## config.mk

```make
export PLATFORM = sky130hd
export DESIGN_NAME = serial_port_config_regs
export DESIGN_NICKNAME = d
export VERILOG_FILES = /design/src/inc/spcfg_pkg.sv /design/src/rtl/serial_port_config_regs.sv /design/src/rtl/spcfg_byte_reg.sv /design/src/rtl/spcfg_sync.sv
export SDC_FILE = /design/constraint.sdc
export NUM_CORES = 1
export LEC_CHECK = 0
export BUFFER_PORTS_ARGS = -buffer_cell sky130_fd_sc_hd__buf_2
export CORE_ASPECT_RATIO = 0.6
export CORE_MARGIN = 3
export CORE_UTILIZATION = 50
export DETAILED_ROUTE_END_ITERATION = 10
export PLACE_DENSITY = 0.77
export SYNTH_ARGS = -nofsm -noshare
export SYNTH_HDL_FRONTEND = slang
export SYNTH_SLANG_ARGS = --single-unit
```

## constraint.sdc

```tcl
create_clock -name i_clk -period 2.3 [get_ports i_clk]
set_input_delay 0.23 -clock i_clk [delete_from_list [all_inputs] [get_ports i_clk]]
set_output_delay 0.23 -clock i_clk [all_outputs]
set_load 0.02 [all_outputs]
```

## src/inc/spcfg_pkg.sv

```systemverilog
package spcfg_pkg;
    // register offsets
    localparam logic [11:0] ADDR_PORT_CFG    = 12'h000;
    localparam logic [11:0] ADDR_READBACK    = 12'h004;
    localparam logic [11:0] ADDR_VERSION_LO  = 12'h005;
    localparam logic [11:0] ADDR_VERSION_HI  = 12'h006;
    // serial_port_config and readback fields
    localparam int          BIT_OUT_SEL      = 7;
    localparam int          BIT_LSB_FIRST    = 6;
    localparam int          BIT_SOFT_RESET   = 5;
    localparam int          BIT_RB_BUFFERED  = 0;
    // reset values
    localparam logic [7:0]  RST_PORT_CFG     = 8'h00;
    localparam logic [7:0]  RST_READBACK     = 8'h00;
    localparam logic [7:0]  RST_VERSION      = 8'h00;
    localparam logic [7:0]  ZERO_BYTE        = 8'h00;
    localparam logic [11:0] ADDR_STEP        = 12'h001;
endpackage : spcfg_pkg

```

## src/rtl/serial_port_config_regs.sv

```systemverilog
`timescale 1ns/100ps
module serial_port_config_regs (
    input  wire logic        i_clk,
    input  wire logic        i_rst,
    input  wire logic        i_i2c_mode,
    input  wire logic        i_wr,
    input  wire logic        i_rd,
    input  wire logic [11:0] i_addr,
    input  wire logic [7:0]  i_wdata,
    input  wire logic        i_xfer_start,
    input  wire logic        i_byte_done,
    input  wire logic        i_buffered_reg,
    input  wire logic [7:0]  i_active_data,
    input  wire logic [7:0]  i_buffer_data,
    output logic      [7:0]  o_rdata,
    output logic             o_lsb_first,
    output logic      [11:0] o_next_addr,
    output logic             o_data_pin_rd_en,
    output logic             o_sdo_oe,
    output logic             o_read_buffered,
    output logic             o_soft_reset,
    output logic      [15:0] o_user_version_id
);
    logic        i2c_mode_s;
    logic [7:0]  port_cfg;
    logic [7:0]  next_port_cfg;
    logic [7:0]  readback;
    logic [7:0]  version_lo;
    logic [7:0]  version_hi;
    logic        soft_clear;
    logic        we_readback;
    logic        we_lo;
    logic        we_hi;
    logic        spi_lsb;
    logic        spi_sdo;
    logic [7:0]  next_rdata;
    logic [11:0] next_addr;
    logic        next_data_pin_rd_en;
    logic        next_sdo_oe;
    logic        next_read_buffered;
    logic        next_soft_reset;
    logic        next_lsb_first;
    logic [15:0] next_user_version_id;
    logic        hit_port_cfg;
    logic        hit_readback;
    logic        hit_version_lo;
    logic        hit_version_hi;
    logic        we_port_cfg;
    logic [7:0]  readback_wdata;

    // mode strap pin crosses in from outside
    spcfg_sync u_mode_sync (
        .i_clk (i_clk),
        .i_rst (i_rst),
        .i_d   (i_i2c_mode),
        .o_q   (i2c_mode_s)
    );

    // address decode shared by the write enables and the soft reset pulse
    always_comb begin
        hit_port_cfg   = (i_addr == spcfg_pkg::ADDR_PORT_CFG);
        hit_readback   = (i_addr == spcfg_pkg::ADDR_READBACK);
        hit_version_lo = (i_addr == spcfg_pkg::ADDR_VERSION_LO);
        hit_version_hi = (i_addr == spcfg_pkg::ADDR_VERSION_HI);
    end

    // soft reset takes effect on the cycle after the write; bit itself never stored as 1
    assign soft_clear  = o_soft_reset;
    assign we_port_cfg = i_wr && hit_port_cfg;
    assign we_readback = i_wr && hit_readback;
    assign we_lo       = i_wr && hit_version_lo;
    assign we_hi       = i_wr && hit_version_hi;

    always_comb begin
        next_port_cfg = port_cfg;
        if (soft_clear) begin
            next_port_cfg = spcfg_pkg::RST_PORT_CFG;
        end else if (we_port_cfg) begin
            // keep only the two mode bits; soft reset, reserved and mirror bits read zero
            next_port_cfg = spcfg_pkg::ZERO_BYTE;
            next_port_cfg[spcfg_pkg::BIT_OUT_SEL]   = i_wdata[spcfg_pkg::BIT_OUT_SEL];
            next_port_cfg[spcfg_pkg::BIT_LSB_FIRST] = i_wdata[spcfg_pkg::BIT_LSB_FIRST];
        end
    end

    always_ff @(posedge i_clk) begin
        if (i_rst) begin
            port_cfg <= spcfg_pkg::RST_PORT_CFG;
        end else begin
            port_cfg <= next_port_cfg;
        end
    end

    // readback source byte keeps its one field; every other bit reads zero
    always_comb begin
        readback_wdata                             = spcfg_pkg::ZERO_BYTE;
        readback_wdata[spcfg_pkg::BIT_RB_BUFFERED] = i_wdata[spcfg_pkg::BIT_RB_BUFFERED];
    end

    spcfg_byte_reg #(.RESET_VALUE(spcfg_pkg::RST_READBACK)) u_readback (
        .i_clk   (i_clk),
        .i_rst   (i_rst),
        .i_clear (soft_clear),
        .i_we    (we_readback),
        .i_wdata (readback_wdata),
        .o_q     (readback)
    );

    spcfg_byte_reg #(.RESET_VALUE(spcfg_pkg::RST_VERSION)) u_version_lo (
        .i_clk   (i_clk),
        .i_rst   (i_rst),
        .i_clear (soft_clear),
        .i_we    (we_lo),
        .i_wdata (i_wdata),
        .o_q     (version_lo)
    );

    spcfg_byte_reg #(.RESET_VALUE(spcfg_pkg::RST_VERSION)) u_version_hi (
        .i_clk   (i_clk),
        .i_rst   (i_rst),
        .i_clear (soft_clear),
        .i_we    (we_hi),
        .i_wdata (i_wdata),
        .o_q     (version_hi)
    );

    // both SPI-only bits are forced off in I2C mode
    assign spi_lsb = port_cfg[spcfg_pkg::BIT_LSB_FIRST] && !i2c_mode_s;
    assign spi_sdo = port_cfg[spcfg_pkg::BIT_OUT_SEL] && !i2c_mode_s;

    always_comb begin
        next_rdata = spcfg_pkg::ZERO_BYTE;
        if (i_rd) begin
            case (i_addr)
                spcfg_pkg::ADDR_PORT_CFG: begin
                    next_rdata = port_cfg;
                end
                spcfg_pkg::ADDR_READBACK: begin
                    next_rdata = readback;
                end
                spcfg_pkg::ADDR_VERSION_LO: begin
                    next_rdata = version_lo;
                end
                spcfg_pkg::ADDR_VERSION_HI: begin
                    next_rdata = version_hi;
                end
                default: begin
                    // the registered source bit picks the copy, so a read agrees with o_read_buffered
                    if (i_buffered_reg && o_read_buffered) begin
                        next_rdata = i_buffer_data;
                    end else begin
                        next_rdata = i_active_data;
                    end
                end
            endcase
        end else begin
            next_rdata = o_rdata;
        end
    end

    // read data group: the last read byte stands until the next read
    always_ff @(posedge i_clk) begin
        if (i_rst) begin
            o_rdata <= spcfg_pkg::ZERO_BYTE;
        end else begin
            o_rdata <= next_rdata;
        end
    end

    // address counter group: loaded at transfer start, stepped once per byte
    always_comb begin
        next_addr = o_next_addr;
        if (i_xfer_start) begin
            next_addr = i_addr;
        end else if (i_byte_done) begin
            // steps follow the registered order, so the counter never disagrees with o_lsb_first
            if (o_lsb_first) begin
                next_addr = o_next_addr + spcfg_pkg::ADDR_STEP;
            end else begin
                next_addr = o_next_addr - spcfg_pkg::ADDR_STEP;
            end
        end
    end

    always_ff @(posedge i_clk) begin
        if (i_rst) begin
            o_next_addr <= '0;
        end else begin
            o_next_addr <= next_addr;
        end
    end

    // bit order group
    always_comb begin
        next_lsb_first = spi_lsb;
    end

    always_ff @(posedge i_clk) begin
        if (i_rst) begin
            o_lsb_first <= 1'b0;
        end else begin
            o_lsb_first <= next_lsb_first;
        end
    end

    // pin direction group: exactly one of the two read paths is enabled at a time
    always_comb begin
        next_data_pin_rd_en = !spi_sdo;
        next_sdo_oe         = spi_sdo;
    end

    always_ff @(posedge i_clk) begin
        if (i_rst) begin
            o_data_pin_rd_en <= 1'b1;
            o_sdo_oe         <= 1'b0;
        end else begin
            o_data_pin_rd_en <= next_data_pin_rd_en;
            o_sdo_oe         <= next_sdo_oe;
        end
    end

    // readback source group
    always_comb begin
        next_read_buffered = readback[spcfg_pkg::BIT_RB_BUFFERED];
    end

    always_ff @(posedge i_clk) begin
        if (i_rst) begin
            o_read_buffered <= 1'b0;
        end else begin
            o_read_buffered <= next_read_buffered;
        end
    end

    // soft reset group: one pulse per write; a request while the pulse stands is dropped
    always_comb begin
        next_soft_reset = 1'b0;
        if (we_port_cfg && !o_soft_reset) begin
            next_soft_reset = i_wdata[spcfg_pkg::BIT_SOFT_RESET];
        end
    end

    always_ff @(posedge i_clk) begin
        if (i_rst) begin
            o_soft_reset <= 1'b0;
        end else begin
            o_soft_reset <= next_soft_reset;
        end
    end

    // version id group: the id is only a label; it feeds this output and the register read data mux, nothing else
    always_comb begin
        next_user_version_id = {version_hi, version_lo};
    end

    always_ff @(posedge i_clk) begin
        if (i_rst) begin
            o_user_version_id <= {spcfg_pkg::RST_VERSION, spcfg_pkg::RST_VERSION};
        end else begin
            o_user_version_id <= next_user_version_id;
        end
    end
endmodule : serial_port_config_regs

```

## src/rtl/spcfg_byte_reg.sv

```systemverilog
`timescale 1ns/100ps
// one byte register with write strobe and synchronous clear
module spcfg_byte_reg #(
    parameter logic [7:0] RESET_VALUE = 8'h00
) (
    input  wire logic       i_clk,
    input  wire logic       i_rst,
    input  wire logic       i_clear,
    input  wire logic       i_we,
    input  wire logic [7:0] i_wdata,
    output logic      [7:0] o_q
);
    logic [7:0] next_q;

    always_comb begin
        next_q = o_q;
        if (i_clear) begin
            next_q = RESET_VALUE;
        end else if (i_we) begin
            next_q = i_wdata;
        end
    end

    always_ff @(posedge i_clk) begin
        if (i_rst) begin
            o_q <= RESET_VALUE;
        end else begin
            o_q <= next_q;
        end
    end
endmodule : spcfg_byte_reg

```

## src/rtl/spcfg_sync.sv

```systemverilog
`timescale 1ns/100ps
// two-flop synchroniser for a pin level
module spcfg_sync (
    input  wire logic i_clk,
    input  wire logic i_rst,
    input  wire logic i_d,
    output logic      o_q
);
    logic meta;
    logic next_meta;
    logic next_q;

    always_comb begin
        next_meta = i_d;
        next_q    = meta;
    end

    always_ff @(posedge i_clk) begin
        if (i_rst) begin
            meta <= 1'b0;
            o_q  <= 1'b0;
        end else begin
            meta <= next_meta;
            o_q  <= next_q;
        end
    end
endmodule : spcfg_sync

```

==> out/metrics.csv <==
stage,metric,value,unit
worst_setup_path,crit_type,register to register,
logic_synthesis,netlist_instances,336,
logic_synthesis,synth_top_family_by_area,simple AND/OR/NAND/NOR gates,
logic_synthesis,synthesis.nets,391,
min_path,min_path_type,input pin to register,
placed_design,place_area,0.00346,mm2
min_path,whs_endpoint,u_mode_sync.meta$_SDFF_PP0_,
sta,hold_viol_final,0,
sta,finClkSkew,0.00792,ns
worst_setup_path,worstSetupStartpointType,register,
power,p_switching,0.732,mW
logic_synthesis,yosys.area_share.simple,0.238,
layout,fin_nets,480,
power,power.density,748,mW/mm2
logic_synthesis,synth-seq-cells,62,
power,p_leak,1.69,nW
logic_synthesis,synth_edf_count,0,
sta,slew_headroom,0.733,
sta,max_clock_freq,0.439,GHz
clock_network,cts_inserted_buffers,9,
logic_synthesis,synth_area,0.00298,mm2
die,start_util,0.525,
logic_synthesis,ys.flop_type,dfxtp_1,
die,die_h,65.8,um
power,p_comb_frac,0.155,
layout,multi_input_area,0.00166,mm2
sta,finalCriticalPeriod,2.28,ns
routing,viasPerCell,5.48,
logic_synthesis,synth.yosys.warnings,0,
sta,tns,0,ns
status,outcome,completed,
global_route,grt_pass1_wl,12800,um
power,power,2.86,mW
layout,regArea,0.00124,mm2
worst_setup_path,r2r_cells,7,
routing,num_vias,2796,
logic_synthesis,async_flop_share,0,
placed_design,gp_congestion,0.899,
worst_setup_path,endpoint_kind,register,
clock_network,h-tree-depth,3,
global_route,antenna_found_initial,0,
logic_synthesis,muxShareOfSynthArea,0.0559,
min_path,min_path_cells,2,
logic_synthesis,synth_fa_ha_area_frac,0.0521,
clock_network,ctsHoldBuffers,0,
worst_setup_path,r2r-end,o_next_addr[9]$_SDFFE_PP0P_,
power,pwr-share-seq,0.394,
routing,drc,0,
power,swShare,0.256,
sta,drv_slew,0,
layout,drive_gt1_frac,0.307,
clock_network,cts.sinks,62,
worst_setup_path,path_max_fanout,7,
sta,min_period_over_period,0.991,
clock_network,root_buffer,clkbuf_8,
global_route,grtUsageTotal,0.238,
worst_setup_path,regToRegSetupSlack,0.02,ns
power,clkPwrFrac,0.451,
worst_setup_path,r2r-start,o_lsb_first$_SDFF_PP0_,
routing,wire_per_inst,15.8,um
placed_design,preCtsSetupSlack,-0.0280,ns
logic_synthesis,synth-compound-area-share,0.170,
layout,design_area,0.00383,mm2
routing,drt_iter0_drc,169,
clock_network,cts_buffer_depth,2,
global_route,grt_pass1_vias,2689,
die,rows,21,
global_route,grt_max_degree,28,
flow_run,drv_cap,0,
clock_network,clk_latency,0.35,ns
sta,fin_ws,0.0212,ns
logic_synthesis,avgSynthCellArea,8.86,um2
worst_setup_path,crit_arrival,2.57,ns
power,p_int,2.13,mW
power,irDropWorstVdd,0.000420,V
logic_synthesis,synth_cell_types,51,
placed_design,portBuffers,84,
logic_synthesis,ys_seq_area_frac,0.417,
min_path,min_from,i_i2c_mode,
routing,final_antenna_net_count,0,
die,die_w,106,um
clock_network,clk_pin_slew,0.07,ns
placed_design,dp_hpwl,5860,um
die,core_region_area,0.00568,mm2
clock_network,cts_tree,built,
routing,dr.pass1.iters,4,
sta,setup_viol,0,
die,die_area,0.00695,mm2
die,pin_count,85,
logic_synthesis,synthXorXnorAreaFrac,0.0265,
layout,antenna_cells,0,
sta,worst_pin_slew,0.391,ns
routing,finalWirelength,8060,um
global_route,gr-total-overflow,0,
worst_setup_path,cp_data_required_time,2.59,ns
layout,area_delta_synth_final,28.5,%
layout,fillers,456,
-- power groups by stage --
stage,combinational [mW],sequential [mW],clock [mW]
final,0.444,1.13,1.29
after global routing,0.482,1.13,1.35
after detailed placement,0.421,1.15,0
after CTS,0.427,1.13,1.30
after floorplan,0.244,1.18,0
after global placement,0.407,1.15,0
-- worst max path at each step --
stage / start / endpoint / slack, ns / cells after the start
after global routing: o_lsb_first$_SDFF_PP0_ / o_next_addr[9]$_SDFFE_PP0P_ / -0.02 / 7
final: o_lsb_first$_SDFF_PP0_ / o_next_addr[9]$_SDFFE_PP0P_ / 0.02 / 7
after global placement: o_lsb_first$_SDFF_PP0_ / o_next_addr[10]$_SDFFE_PP0P_ / 0.11 / 8
after CTS: o_lsb_first$_SDFF_PP0_ / o_next_addr[9]$_SDFFE_PP0P_ / 0.03 / 7
after detailed placement: o_lsb_first$_SDFF_PP0_ / o_next_addr[10]$_SDFFE_PP0P_ / -0.03 / 8
after floorplan: o_lsb_first$_SDFF_PP0_ / o_next_addr[10]$_SDFFE_PP0P_ / 0.006 / 7
-- sequential cells by signal, indices dropped and copies added, names as in the netlist --
signal             cells
u_readback.o_q         1
o_lsb_first            1
u_version_lo.o_q       8
u_mode_sync.o_q        1
o_read_buffered        1
o_next_addr           12
o_data_pin_rd_en       1
o_rdata                8
u_mode_sync.meta       1
o_sdo_oe               1
u_version_hi.o_q       8
o_soft_reset           1
port_cfg               2
o_user_version_id     16
-- synthesized netlist by cell type, types with 5 or more instances --
master | instances | area share
mux2i_1 | 11 | 0.037
nor2_1 | 12 | 0.015
dfxtp_1 | 62 | 0.42
xnor2_1 | 9 | 0.026
inv_1 | 8 | 0.010
nand2b_1 | 7 | 0.015
mux2_2 | 5 | 0.019
nand2_1 | 50 | 0.063
o22ai_1 | 8 | 0.017
a21oi_1 | 37 | 0.062
nor3_1 | 6 | 0.010
nor3b_1 | 5 | 0.013
ha_1 | 10 | 0.042
buf_2 | 5 | 0.0084
nand3_1 | 8 | 0.013
clkbuf_1 | 7 | 0.0088
a21o_1 | 6 | 0.015
a22oi_1 | 6 | 0.015
nor2b_1 | 21 | 0.044
-- layout make-up --
type | instances | share of cell area
Inverter | 10 | 0.0114
Tap cell | 80 | 0.0262
Clock inverter | 7 | 0.0379
Timing Repair Buffer | 95 | 0.132
Multi-Input combinational cell | 247 | 0.434
Sequential cell | 62 | 0.325
Clock buffer | 9 | 0.0324
-- cells in the final DEF (no fill, tap or decap), types with 8 or more instances in the layout --
cell / count
a21oi_1: 36
buf_2: 84
buf_4: 10
clkbuf_8: 9
dfxtp_1: 61
mux2i_1: 11
nand2_1: 50
nand3_1: 8
nor2_1: 12
nor2b_1: 21
o22ai_1: 8
xnor2_1: 9
-- critical path: stages, from the launching register on --
cell,delay (ns)
dfxtp_4,0.36
clkinvlp_4,0.19
buf_4,0.23
ha_2,0.38
nand2_1,0.11
o31a_1,0.37
or4_1,0.49
nand3_1,0.10
-- metrics by stage --
step | utilization | hold WS (ns) | instances
final | 0.674 | 0.0962 | 510
after global routing | 0.674 | 0.122 | 510
after CTS | 0.662 | 0.0859 | 507
after detailed placement | 0.610 | 0.436 | 489
after global placement | 0.610 | 0.423 | 489
after floorplan | - | 0.350 | 336
-- routing by layer --
metal,wire length [um],vias up,GRT usage
li1,-,1376,-
met1,3820,1296,0.324
met2,3380,114,0.357
met3,776,10,0.0780
met4,78,0,0.0792
met5,0,-,0
-- timing repair --
item | CTS | global route
buffers inserted | 2 | 3
gates resized for setup | 3 | 8
pin swaps | 0 | 2
gates cloned | 0 | 0
endpoints found under the setup margin | 2 | 6
-- cell families (layout without fill, tap and decap cells) --
family	after synthesis	after routing
AO/OA/AOI/OAI	79	79
XOR/XNOR	9	9
adder cells (fa/ha/maj)	12	12
buffers and inverters	27	121
flip-flops	62	62
multiplexers	16	16
AND/OR/NAND/NOR	131	131
No activity file was read; power rests on OpenSTA's default activity.
